`config.mk`:
```
export PLATFORM = sky130hd
export DESIGN_NAME = pma_unit
export DESIGN_NICKNAME = d
export VERILOG_FILES = /design/src/pma_pkg.sv /design/src/pma_unit.sv /design/src/pma_attr_decode.sv /design/src/pma_scratch_decode.sv
export SDC_FILE = /design/constraint.sdc
export NUM_CORES = 1
export LEC_CHECK = 0
export BUFFER_PORTS_ARGS = -buffer_cell sky130_fd_sc_hd__buf_2
export CAP_MARGIN = 10
export CORE_ASPECT_RATIO = 0.75
export CORE_MARGIN = 2
export CORE_UTILIZATION = 38
export DETAILED_ROUTE_END_ITERATION = 6
export PLACE_DENSITY = 0.73
export SYNTH_ARGS = -nofsm -noshare
export SYNTH_HDL_FRONTEND = slang
export SYNTH_SLANG_ARGS = --single-unit
export TNS_END_PERCENT = 10
```
`constraint.sdc`:
```
create_clock -name sys_clk -period 1.98 [get_ports sys_clk]
set_input_delay 0 -clock sys_clk [delete_from_list [all_inputs] [get_ports sys_clk]]
set_output_delay 0 -clock sys_clk [all_outputs]
set_load 0.05 [all_outputs]
```
`src/pma_pkg.sv`:
```
package pma_pkg;
  // -----------------------------
  // register map
  // -----------------------------
  localparam logic [15:0] SEG_ATTR_MAP_OFFSET = 16'h801C;
  localparam logic [31:0] SEG_ATTR_MAP_RESET = 32'hC00003FF;
  localparam logic [31:0] SEG_ATTR_MAP_WMASK = 32'h7FFF7FFF;
  localparam int HI_BIT_BASE = 16;
  localparam int SEG_COUNT = 16;
  localparam int SEG_IDX_MSB = 31;
  localparam int SEG_IDX_LSB = 28;
  // -----------------------------
  // attribute codes and segments
  // -----------------------------
  localparam logic [1:0] ATTR_NONCACHE = 2'h0;
  localparam logic [1:0] ATTR_CACHE = 2'h1;
  localparam logic [1:0] ATTR_PERIPH = 2'h2;
  localparam logic [1:0] ATTR_RSVD = 2'h3;
  localparam logic [3:0] SEG_PROG_SCRATCH = 4'hC;
  localparam logic [3:0] SEG_DATA_SCRATCH = 4'hD;
  localparam logic [3:0] SEG_PERIPH_FIXED = 4'hF;
  localparam int IMAGE_BIT = 27;

  typedef enum logic [1:0]
  {
    REGION_NONE,
    REGION_LOCAL,
    REGION_IMAGE
  } scratch_region_type;

  typedef enum logic [1:0]
  {
    PRIV_USER0,
    PRIV_USER1,
    PRIV_SUPER
  } priv_type;

  typedef enum logic [1:0]
  {
    DMODE_PRECISE,
    DMODE_NONCACHED,
    DMODE_FULLSPEC,
    DMODE_RESERVED
  } data_mode_type;

  typedef struct packed
  {
    logic periph;
    logic cacheable;
    logic speculative;
    logic fetch;
    logic data;
  } props_type;

  typedef struct packed
  {
    logic valid;
    logic fetch;
    logic write;
    priv_type priv;
    logic [31:0] addr;
    logic necessary;
    logic misaligned;
    logic unimplemented;
    logic range_permit;
  } access_type;

  typedef struct packed
  {
    logic proceed;
    logic invalid;
    logic may_cache;
    logic may_spec_read;
    logic may_line_buffer;
    logic in_order;
    logic range_bypass;
    data_mode_type mode;
    scratch_region_type region;
    logic image_access;
  } verdict_type;

  typedef struct packed
  {
    logic fetch_err;
    logic data_err;
    logic periph_priv;
  } trap_type;

  typedef struct packed
  {
    logic wr;
    logic rd;
    logic [15:0] addr;
    logic [31:0] wdata;
  } csr_req_type;
endpackage

```
`src/pma_unit.sv`:
```
`timescale 1ns/1ps
// Overview of operation
// - user-0 data access to peripheral traps
// - peripheral accesses ignore range protection
// - cache only cacheable regions with cache enabled
// - no speculative writes; speculative reads only
// - fetch speculation independent of cacheable
// - necessary fetch without fetch property traps
// - necessary data access without data traps
// - precise regions: necessary accesses, in order
// - non-cached speculative: line buffer allowed
// - cacheable speculative: full line speculation
// - other property combinations are reserved
// - sixteen segments indexed by top nibble
// - top segment fixed peripheral, read-only
// - scratchpad segments only cacheable or non-cacheable
// - reset loads default attribute map
// - two-bit code decode table
// - segment n bits at 16+n and n
// - core register read/write, write needs lock released
// - four scratchpad regions decoded
// - cacheable affects all ranges except local scratchpad
// - permitted accesses also need attribute permission
// - unimplemented or misaligned accesses invalid
module pma_unit
  import pma_pkg::*;
(
  input wire logic sys_clk,
  input wire logic rst_n,
  input wire logic clk_en,
  input wire pma_pkg::csr_req_type csr_req,
  input wire logic init_end_write_lock,
  output logic [31:0] csr_rdata,
  output logic csr_rvalid,
  input wire logic icache_on,
  input wire logic dcache_on,
  input wire pma_pkg::access_type acc,
  output pma_pkg::verdict_type verdict,
  output pma_pkg::props_type props,
  output pma_pkg::trap_type trap,
  output logic [31:0] segment_attribute_map
);
  import pma_pkg::*;

  logic [31:0] map_r;
  logic [31:0] map_nxt;
  logic [31:0] rdata_r;
  logic rvalid_r;
  logic [3:0] seg;
  logic [1:0] segment_attr_code;
  props_type p;
  scratch_region_type region;
  logic bypass;
  logic periph_deny;
  logic attr_permit;
  logic may_cache_raw;

  // -----------------------------
  // helpers
  // -----------------------------
  function automatic logic [1:0] seg_code(input logic [31:0] m,
                                          input logic [3:0] n);
    seg_code = {m[HI_BIT_BASE + int'(n)], m[n]};
  endfunction

  function automatic logic [31:0] put_code(input logic [31:0] m,
                                           input logic [3:0] n,
                                           input logic [1:0] c);
    logic [31:0] r;
    r = m;
    r[HI_BIT_BASE + int'(n)] = c[1];
    r[n] = c[0];
    put_code = r;
  endfunction

  // -----------------------------
  // attribute register write filter
  // -----------------------------
  always_comb
  begin
    map_nxt = (map_r & ~SEG_ATTR_MAP_WMASK) |
              (csr_req.wdata & SEG_ATTR_MAP_WMASK);
    map_nxt = put_code(map_nxt, SEG_PERIPH_FIXED, ATTR_PERIPH);
    // scratchpad segments refuse peripheral or reserved codes
    if (seg_code(map_nxt, SEG_PROG_SCRATCH) >= ATTR_PERIPH)
      map_nxt = put_code(map_nxt, SEG_PROG_SCRATCH,
                         seg_code(map_r, SEG_PROG_SCRATCH));
    if (seg_code(map_nxt, SEG_DATA_SCRATCH) >= ATTR_PERIPH)
      map_nxt = put_code(map_nxt, SEG_DATA_SCRATCH,
                         seg_code(map_r, SEG_DATA_SCRATCH));
  end

  always_ff @(posedge sys_clk or negedge rst_n)
  begin
    if (!rst_n)
      map_r <= SEG_ATTR_MAP_RESET;
    else if (clk_en && csr_req.wr && !init_end_write_lock &&
             csr_req.addr == SEG_ATTR_MAP_OFFSET)
      map_r <= map_nxt;
  end

  // -----------------------------
  // register read
  // -----------------------------
  always_ff @(posedge sys_clk or negedge rst_n)
  begin
    if (!rst_n)
    begin
      rdata_r <= '0;
      rvalid_r <= 1'b0;
    end
    else if (clk_en)
    begin
      rvalid_r <= csr_req.rd;
      if (csr_req.rd)
        rdata_r <= (csr_req.addr == SEG_ATTR_MAP_OFFSET) ? map_r : '0;
    end
  end

  assign csr_rdata = rdata_r;
  assign csr_rvalid = rvalid_r;
  assign segment_attribute_map = map_r;

  // -----------------------------
  // segment lookup
  // -----------------------------
  assign seg = acc.addr[SEG_IDX_MSB:SEG_IDX_LSB];
  assign segment_attr_code = seg_code(map_r, seg);

  pma_attr_decode u_decode
  (
    .code (segment_attr_code),
    .props (p)
  );

  pma_scratch_decode u_scratch
  (
    .addr (acc.addr),
    .region (region),
    .prog_side ()
  );

  assign props = p;

  // -----------------------------
  // access checks
  // -----------------------------
  assign bypass = p.periph;
  assign periph_deny = p.periph && !acc.fetch &&
                       acc.priv == PRIV_USER0;
  assign attr_permit = acc.fetch ? p.fetch : p.data;

  // caching: local scratchpad unaffected by cacheable setting
  always_comb
  begin
    may_cache_raw = p.cacheable &&
                    (acc.fetch ? icache_on : dcache_on);
    if (region == REGION_LOCAL)
      may_cache_raw = 1'b0;
  end

  always_comb
  begin
    verdict = '0;
    verdict.range_bypass = bypass;
    verdict.region = region;
    verdict.image_access = (region == REGION_IMAGE);
    verdict.invalid = acc.unimplemented || acc.misaligned;
    verdict.proceed = acc.valid && (acc.range_permit || bypass) &&
                      attr_permit && !periph_deny &&
                      !verdict.invalid;
    verdict.may_cache = may_cache_raw;
    // fetch speculation depends only on the fetch property
    verdict.may_spec_read = acc.fetch ? p.fetch
                            : (p.speculative && !acc.write);
    if (acc.fetch)
    begin
      verdict.mode = DMODE_PRECISE;
      verdict.in_order = 1'b0;
    end
    else if (!p.cacheable && !p.speculative)
    begin
      verdict.mode = DMODE_PRECISE;
      verdict.in_order = 1'b1;
    end
    else if (!p.periph && !p.cacheable && p.speculative)
    begin
      verdict.mode = DMODE_NONCACHED;
      verdict.may_line_buffer = !acc.write;
    end
    else if (!p.periph && p.cacheable && p.speculative)
    begin
      verdict.mode = DMODE_FULLSPEC;
      verdict.may_line_buffer = !acc.write;
    end
    else
    begin
      verdict.mode = DMODE_RESERVED;
      verdict.in_order = 1'b1;
    end
  end

  // -----------------------------
  // traps
  // -----------------------------
  always_comb
  begin
    trap = '0;
    if (acc.valid && acc.necessary)
    begin
      trap.fetch_err = acc.fetch && !p.fetch;
      trap.data_err = !acc.fetch && !p.data;
      trap.periph_priv = periph_deny;
    end
  end
endmodule

```
`src/pma_attr_decode.sv`:
```
`timescale 1ns/1ps
module pma_attr_decode
  import pma_pkg::*;
(
  input wire logic [1:0] code,
  output props_type props
);
  // -----------------------------
  // code to properties
  // -----------------------------
  always_comb
  begin
    props = '0;
    unique case (code)
      ATTR_NONCACHE:
      begin
        props.speculative = 1'b1;
        props.fetch = 1'b1;
        props.data = 1'b1;
      end
      ATTR_CACHE:
      begin
        props.cacheable = 1'b1;
        props.speculative = 1'b1;
        props.fetch = 1'b1;
        props.data = 1'b1;
      end
      ATTR_PERIPH:
      begin
        props.periph = 1'b1;
        props.data = 1'b1;
      end
      ATTR_RSVD:
      begin
        props = '0;
      end
    endcase
  end
endmodule

```
`src/pma_scratch_decode.sv`:
```
`timescale 1ns/1ps
module pma_scratch_decode
  import pma_pkg::*;
(
  input wire logic [31:0] addr,
  output scratch_region_type region,
  output logic prog_side
);
  // -----------------------------
  // scratchpad regions
  // -----------------------------
  always_comb
  begin
    region = REGION_NONE;
    prog_side = 1'b0;
    if (addr[SEG_IDX_MSB:SEG_IDX_LSB] == SEG_PROG_SCRATCH ||
        addr[SEG_IDX_MSB:SEG_IDX_LSB] == SEG_DATA_SCRATCH)
    begin
      prog_side = (addr[SEG_IDX_MSB:SEG_IDX_LSB] == SEG_PROG_SCRATCH);
      region = addr[IMAGE_BIT] ? REGION_IMAGE : REGION_LOCAL;
    end
  end
endmodule

```
==> flow_metrics.tcl, run 1 <==
set metrics [dict create \
    worstHoldStart "init_end_write_lock" \
    fmax_mhz 414 \
    dieArea_um2 8050 \
    regToRegSetupSlack_ps 940 \
    initial_core_util_pct 38.6 \
    ys_seq_area_share_pct 56.1 \
    hold_viol_final 0 \
    synth_cell_type_count 42 \
    grt_pass1_wl_mm 13.2 \
    clk_latency_ps 340 \
    use_met2_pct 34.4 \
    antenna_found_initial 0 \
    most-common-layout-cells "buf_2 (135), dfrtp_1 (49), buf_4 (35), dlygate4sd3_1 (32), a22o_1 (30)" \
    cts_tree "done" \
    nets 516 \
    cts_num_sinks 62 \
    die_width_um 103 \
    htreeDepth 3 \
    place_area_um2 3930 \
    hold_path_end "segment_attribute_map[29]" \
    tns_ps -2500 \
    core.rowCount 27 \
    dp.cells 476 \
    slew_headroom_pct 55.8 \
    setup.worst_path.start_class "register" \
    post-route-period-util_pct 122 \
    area_growth_pct 61.6 \
    wire_per_inst_um 16.1 \
    ir_drop_mv 0.466 \
    synthArstFlopShare_pct 100 \
    grt_usage_pct 21.6 \
    hold_path_depth 4 \
    grt_max_degree 36 \
    clk_pin_slew_ps 70 \
    hold_slack_ps 144 \
    power_density_nw_per_um2 589 \
    ctsRootBufferMaster "clkbuf_8" \
    reg2reg_depth 3 \
    leakage_nw 2.45 \
    final_common_cell "buf_2" \
    num_io_pins 182 \
    r2r-end "segment_attribute_map[11]" \
    grt_use_met1_pct 28.3 \
    utilization_pct 62.4 \
    numCtsBuffers 9 \
    cp_data_required_time_ps 1980 \
    busiest_layer "met2" \
    cap_violations 0 \
    die_y_um 78.2 \
    overflow 0 \
    fill_cells 617 \
    port_buffers 149 \
    core_um2 7230 \
    status "finished, violations left" \
    hold_path.class "primary input to register" \
    clock_path_buffers 2 \
    reg2reg_from "segment_attribute_map[11]" \
    netlist_instances 210 \
    drtPass1Iterations 4 \
    final_area_um2 4510 \
    grt_pass1_vias 2613 \
    final_cells 525 \
    rsz0062_at_grt "yes" \
    layout-drive-gt1-share_pct 62.0 \
    cp_max_fo 2 \
    viasPerCell 4.84 \
    syn_area_um2 2790 \
    maxSlewViolCount 0 \
    synth_flop_cell "dfrtp_1" \
    clock_skew_ps 6.57 \
    post-route-min-period_ps 2420 \
    drt_iter0_markers 57 \
    yosysWarnings 0 \
    grt.met3_usage_pct 6.14 \
    crit_arrival_ps 2420 \
    diodes 0 \
    critPathKind "register to output port" \
    postRouteAntennaNets 0 \
    synth_edf_count 0 \
    power_mw 2.66 \
    routed_wl_mm 8.47 \
    place_ws_ps -225 \
    crit_path_end_kind "output port" \
    drc_errors 0 \
    setup_violations 14 \
    hpwl_mm 5.95 \
    tightestPinTransition_ps 662 \
    violations "negative setup slack" \
    place_congestion 0.775 \
    layout_setup_ws_ps -436 \
    synth_seq_cells 62 \
    vias 2539 \
    syn_area_per_cell_um2 13.3 \
]
## routing by layer
| layer | share of wire (%) | wire length (um) | up-vias |
|---|---|---|---|
| met4 | 1.7 | 143 | 0 |
| met5 | 0 | 0 | - |
| li1 | - | - | 1190 |
| met3 | 6.5 | 550 | 16 |
| met1 | 46 | 3860 | 1233 |
| met2 | 46 | 3910 | 100 |
## state kept, by name, indices dropped and copies added, names as in the netlist
register	cells
segment_attribute_map	30
csr_rdata	31
csr_rvalid	1
## cell type report
class / instances / area [um^2] / share of cell area [%]
clock inverter: 4 / 22.5 / 0.499
tap: 101 / 126 / 2.80
inverter: 5 / 18.8 / 0.416
sequential: 62 / 1570 / 34.7
multi-input combinational: 125 / 1190 / 26.5
clock buffer: 12 / 145 / 3.22
timing repair buffer: 216 / 1440 / 31.9
## where the power goes
group,internal (mW),switching (mW)
logic,0.174,0.234
registers,1.27,0.000848
clock network,0.483,0.497
total,1.93,0.732
## cells in the mapped netlist, types with 3 or more instances
library cell / number / area, um^2
nor2_1: 10 / 37.5
nand2_1: 7 / 26.3
inv_1: 5 / 18.8
a22o_1: 30 / 263
buf_4: 7 / 52.6
mux2i_1: 4 / 40.0
buf_2: 3 / 15.0
mux2_2: 29 / 327
mux4_1: 3 / 78.8
dfrtp_1: 51 / 1280
nor4b_1: 3 / 26.3
clkbuf_1: 8 / 30.0
dfstp_2: 11 / 289
## cells by family after synthesis
group | synth area share, %
mux | 17.6
flops | 56.1
simple gates | 9.14
other cells | 0.269
compound gates | 12.4
buf+inv | 4.57
## worst max-delay path, stage by stage, from the launching register on
cell,delay (ps)
dfrtp_2,400
mux4_2,450
or2_0,230
a32o_2,270
or4_4,430
a21oi_4,140
buf_6,170
## repair_timing
| item | 4_1_cts | 5_1_grt |
|---|---|---|
| gates resized for setup | 30 | 2 |
| setup buffers | 1 | 0 |
| hold buffers | 32 | 0 |
| setup endpoints to repair | 15 | 15 |
| hold endpoints to repair | 50 | 0 |
| pin swaps | 4 | 3 |
## worst max path at each step
stage | from | endpoint | slack [ps] | depth (start not counted)
2_1_floorplan | segment_attribute_map[11] | verdict[11] | -350 | 5
3_3_place_gp | segment_attribute_map[11] | verdict[11] | -190 | 6
3_5_place_dp | segment_attribute_map[11] | verdict[11] | -220 | 6
4_1_cts | segment_attribute_map[11] | verdict[11] | -490 | 6
5_1_grt | segment_attribute_map[11] | verdict[11] | -530 | 6
6_report | segment_attribute_map[11] | verdict[11] | -440 | 6
Power figures use the tool's default switching activity.
==> run 2, diff against run 1 <==
--- a/config.mk
+++ b/config.mk
@@ -11,7 +11,9 @@
 export CORE_MARGIN = 2
 export CORE_UTILIZATION = 38
 export DETAILED_ROUTE_END_ITERATION = 6
-export PLACE_DENSITY = 0.73
+export PLACE_DENSITY = 0.76
+export REMOVE_ABC_BUFFERS = 1
+export SETUP_SLACK_MARGIN = 0.1
 export SYNTH_ARGS = -nofsm -noshare
 export SYNTH_HDL_FRONTEND = slang
 export SYNTH_SLANG_ARGS = --single-unit
==> flow_metrics.tcl, run 2 (same netlist as run 1, synthesis figures left out) <==
set metrics [dict create \
    rsz0062_at_grt "yes" \
    ir_drop_mv 0.454 \
    htreeDepth 3 \
    violations "negative setup slack" \
    fmax_mhz 417 \
    core.rowCount 27 \
    cts_num_sinks 62 \
    wire_per_inst_um 15.5 \
    port_buffers 149 \
    critPathKind "register to output port" \
    multiInputGateArea_um2 1160 \
    place_congestion 0.764 \
    vias 2578 \
    setup.worst_path.start_class "register" \
    dieArea_um2 8050 \
    maxSlewViolCount 0 \
    dp.cells 473 \
    leakage_nw 2.44 \
    crit_arrival_ps 2400 \
    slew_headroom_pct 49.5 \
    area.sequential_um2 1570 \
    setup_violations 12 \
    area_growth_pct 60.9 \
    cts_tree "done" \
    status "finished, violations left" \
    antenna_found_initial 0 \
    hold_viol_final 0 \
    clock_skew_ps 11.3 \
    overflow 0 \
    layout_setup_ws_ps -416 \
    die_y_um 78.2 \
    crit_path_end_kind "output port" \
    diodes 0 \
    cap_violations 0 \
    drtPass1Iterations 5 \
    grt_usage_pct 20.4 \
    power_density_nw_per_um2 636 \
    hold_path.class "primary input to register" \
    power_mw 2.85 \
    hpwl_mm 5.65 \
    final_common_cell "buf_2" \
    viasPerCell 4.92 \
    nets 515 \
    post-route-min-period_ps 2400 \
    grt_pass1_wl_mm 12.6 \
    final_area_um2 4490 \
    place_area_um2 3810 \
    fill_cells 598 \
    ctsRootBufferMaster "clkbuf_8" \
    die_width_um 103 \
    post-route-period-util_pct 121 \
    drc_errors 0 \
    largest_register_ffs 31 \
    core_um2 7230 \
    tightestPinTransition_ps 758 \
    initial_core_util_pct 38.6 \
    clk_latency_ps 340 \
    drt_iter0_markers 82 \
    clk_pin_slew_ps 70 \
    numCtsBuffers 9 \
    grt_max_degree 63 \
    final_cells 524 \
    place_ws_ps -207 \
    routed_wl_mm 8.10 \
    grt_pass1_vias 2571 \
    most-common-layout-cells "buf_2 (133), dfrtp_1 (51), buf_4 (38), dlygate4sd3_1 (32), a22o_1 (30)" \
    postRouteAntennaNets 0 \
    num_io_pins 182 \
    clock_path_buffers 2 \
    cp_data_required_time_ps 1980 \
    layout-drive-gt1-share_pct 60.5 \
    cp_max_fo 2 \
]
run 2: cell types whose count changed in the layout (fill, tap and decap cells not counted), sizes merged:
cell | previous run | this run
buf | 184 | 183
bufinv | 0 | 2
clkinv | 3 | 1
run 2: what timing repair did:
| item | CTS | global route |
|---|---|---|
| setup endpoints to repair | 16 | 16 |
| endpoints found under the hold margin | 82 | 0 |
| pin swaps | 5 | 2 |
| hold buffers | 32 | 0 |
| buffers inserted | 2 | 1 |
| resized for setup | 30 | 10 |
run 2: path summary, 6_finish.rpt:
| path | endpoint | slack [ps] | cells past startpoint | startpoint |
|---|---|---|---|---|
| setup / recovery | verdict[11] | -420 | 6 | segment_attribute_map[11] |
| hold / removal | segment_attribute_map[29] | 110 | 4 | init_end_write_lock |
| setup reg to reg | segment_attribute_map[11] | 860 | 4 | segment_attribute_map[11] |
| hold reg to reg | csr_rdata[31] | 480 | 1 | csr_rdata[31] |
| max in group asynchronous | csr_rdata[21] | 1100 | 3 | rst_n |
| min in group asynchronous | csr_rvalid | 350 | 3 | rst_n |
run 2: report_power, final:
group / internal, mW / switching (mW)
clock: 0.708 / 0.472
sequential: 1.27 / 0.00101
combinational: 0.177 / 0.226
run 2: metal layers:
| layer | global-route usage [%] | part of all wire [%] | vias to the layer above |
|---|---|---|---|
| met1 | 27.2 | 45 | 1268 |
| met5 | 0 | 0 | - |
| li1 | - | - | 1184 |
| met3 | 6.68 | 7.2 | 14 |
| met4 | 4.34 | 1.1 | 0 |
| met2 | 32.3 | 47 | 112 |
run 2: stage by stage:
stage / util (%) / hold WS, ps / setup TNS [ps]
6_report: 62.1 / 110 / -2350
3_5_place_dp: 52.7 / 213 / -216
3_3_place_gp: 52.7 / 197 / -213
4_1_cts: 61.3 / 95.8 / -2260
5_1_grt: 62.1 / 135 / -3460
2_1_floorplan: - / -296 / -13890
run 2: layout make-up:
| cell class | instances | area share, % |
|---|---|---|
| clock buffers | 12 | 3.01 |
| repair buffers | 215 | 31.5 |
| inverters | 5 | 0.418 |
| clock inverters | 4 | 1.62 |
| well taps | 101 | 2.81 |
| flip-flops and latches | 62 | 34.9 |
| multi-input cells | 125 | 25.8 |
run 2: critical path, stage by stage, from the launching register on:
cell and delay, ps:
dfrtp_1 380, mux4_2 450, or2_0 210, a32o_2 260, or4_4 420, a21oi_2 170
buf_6 170
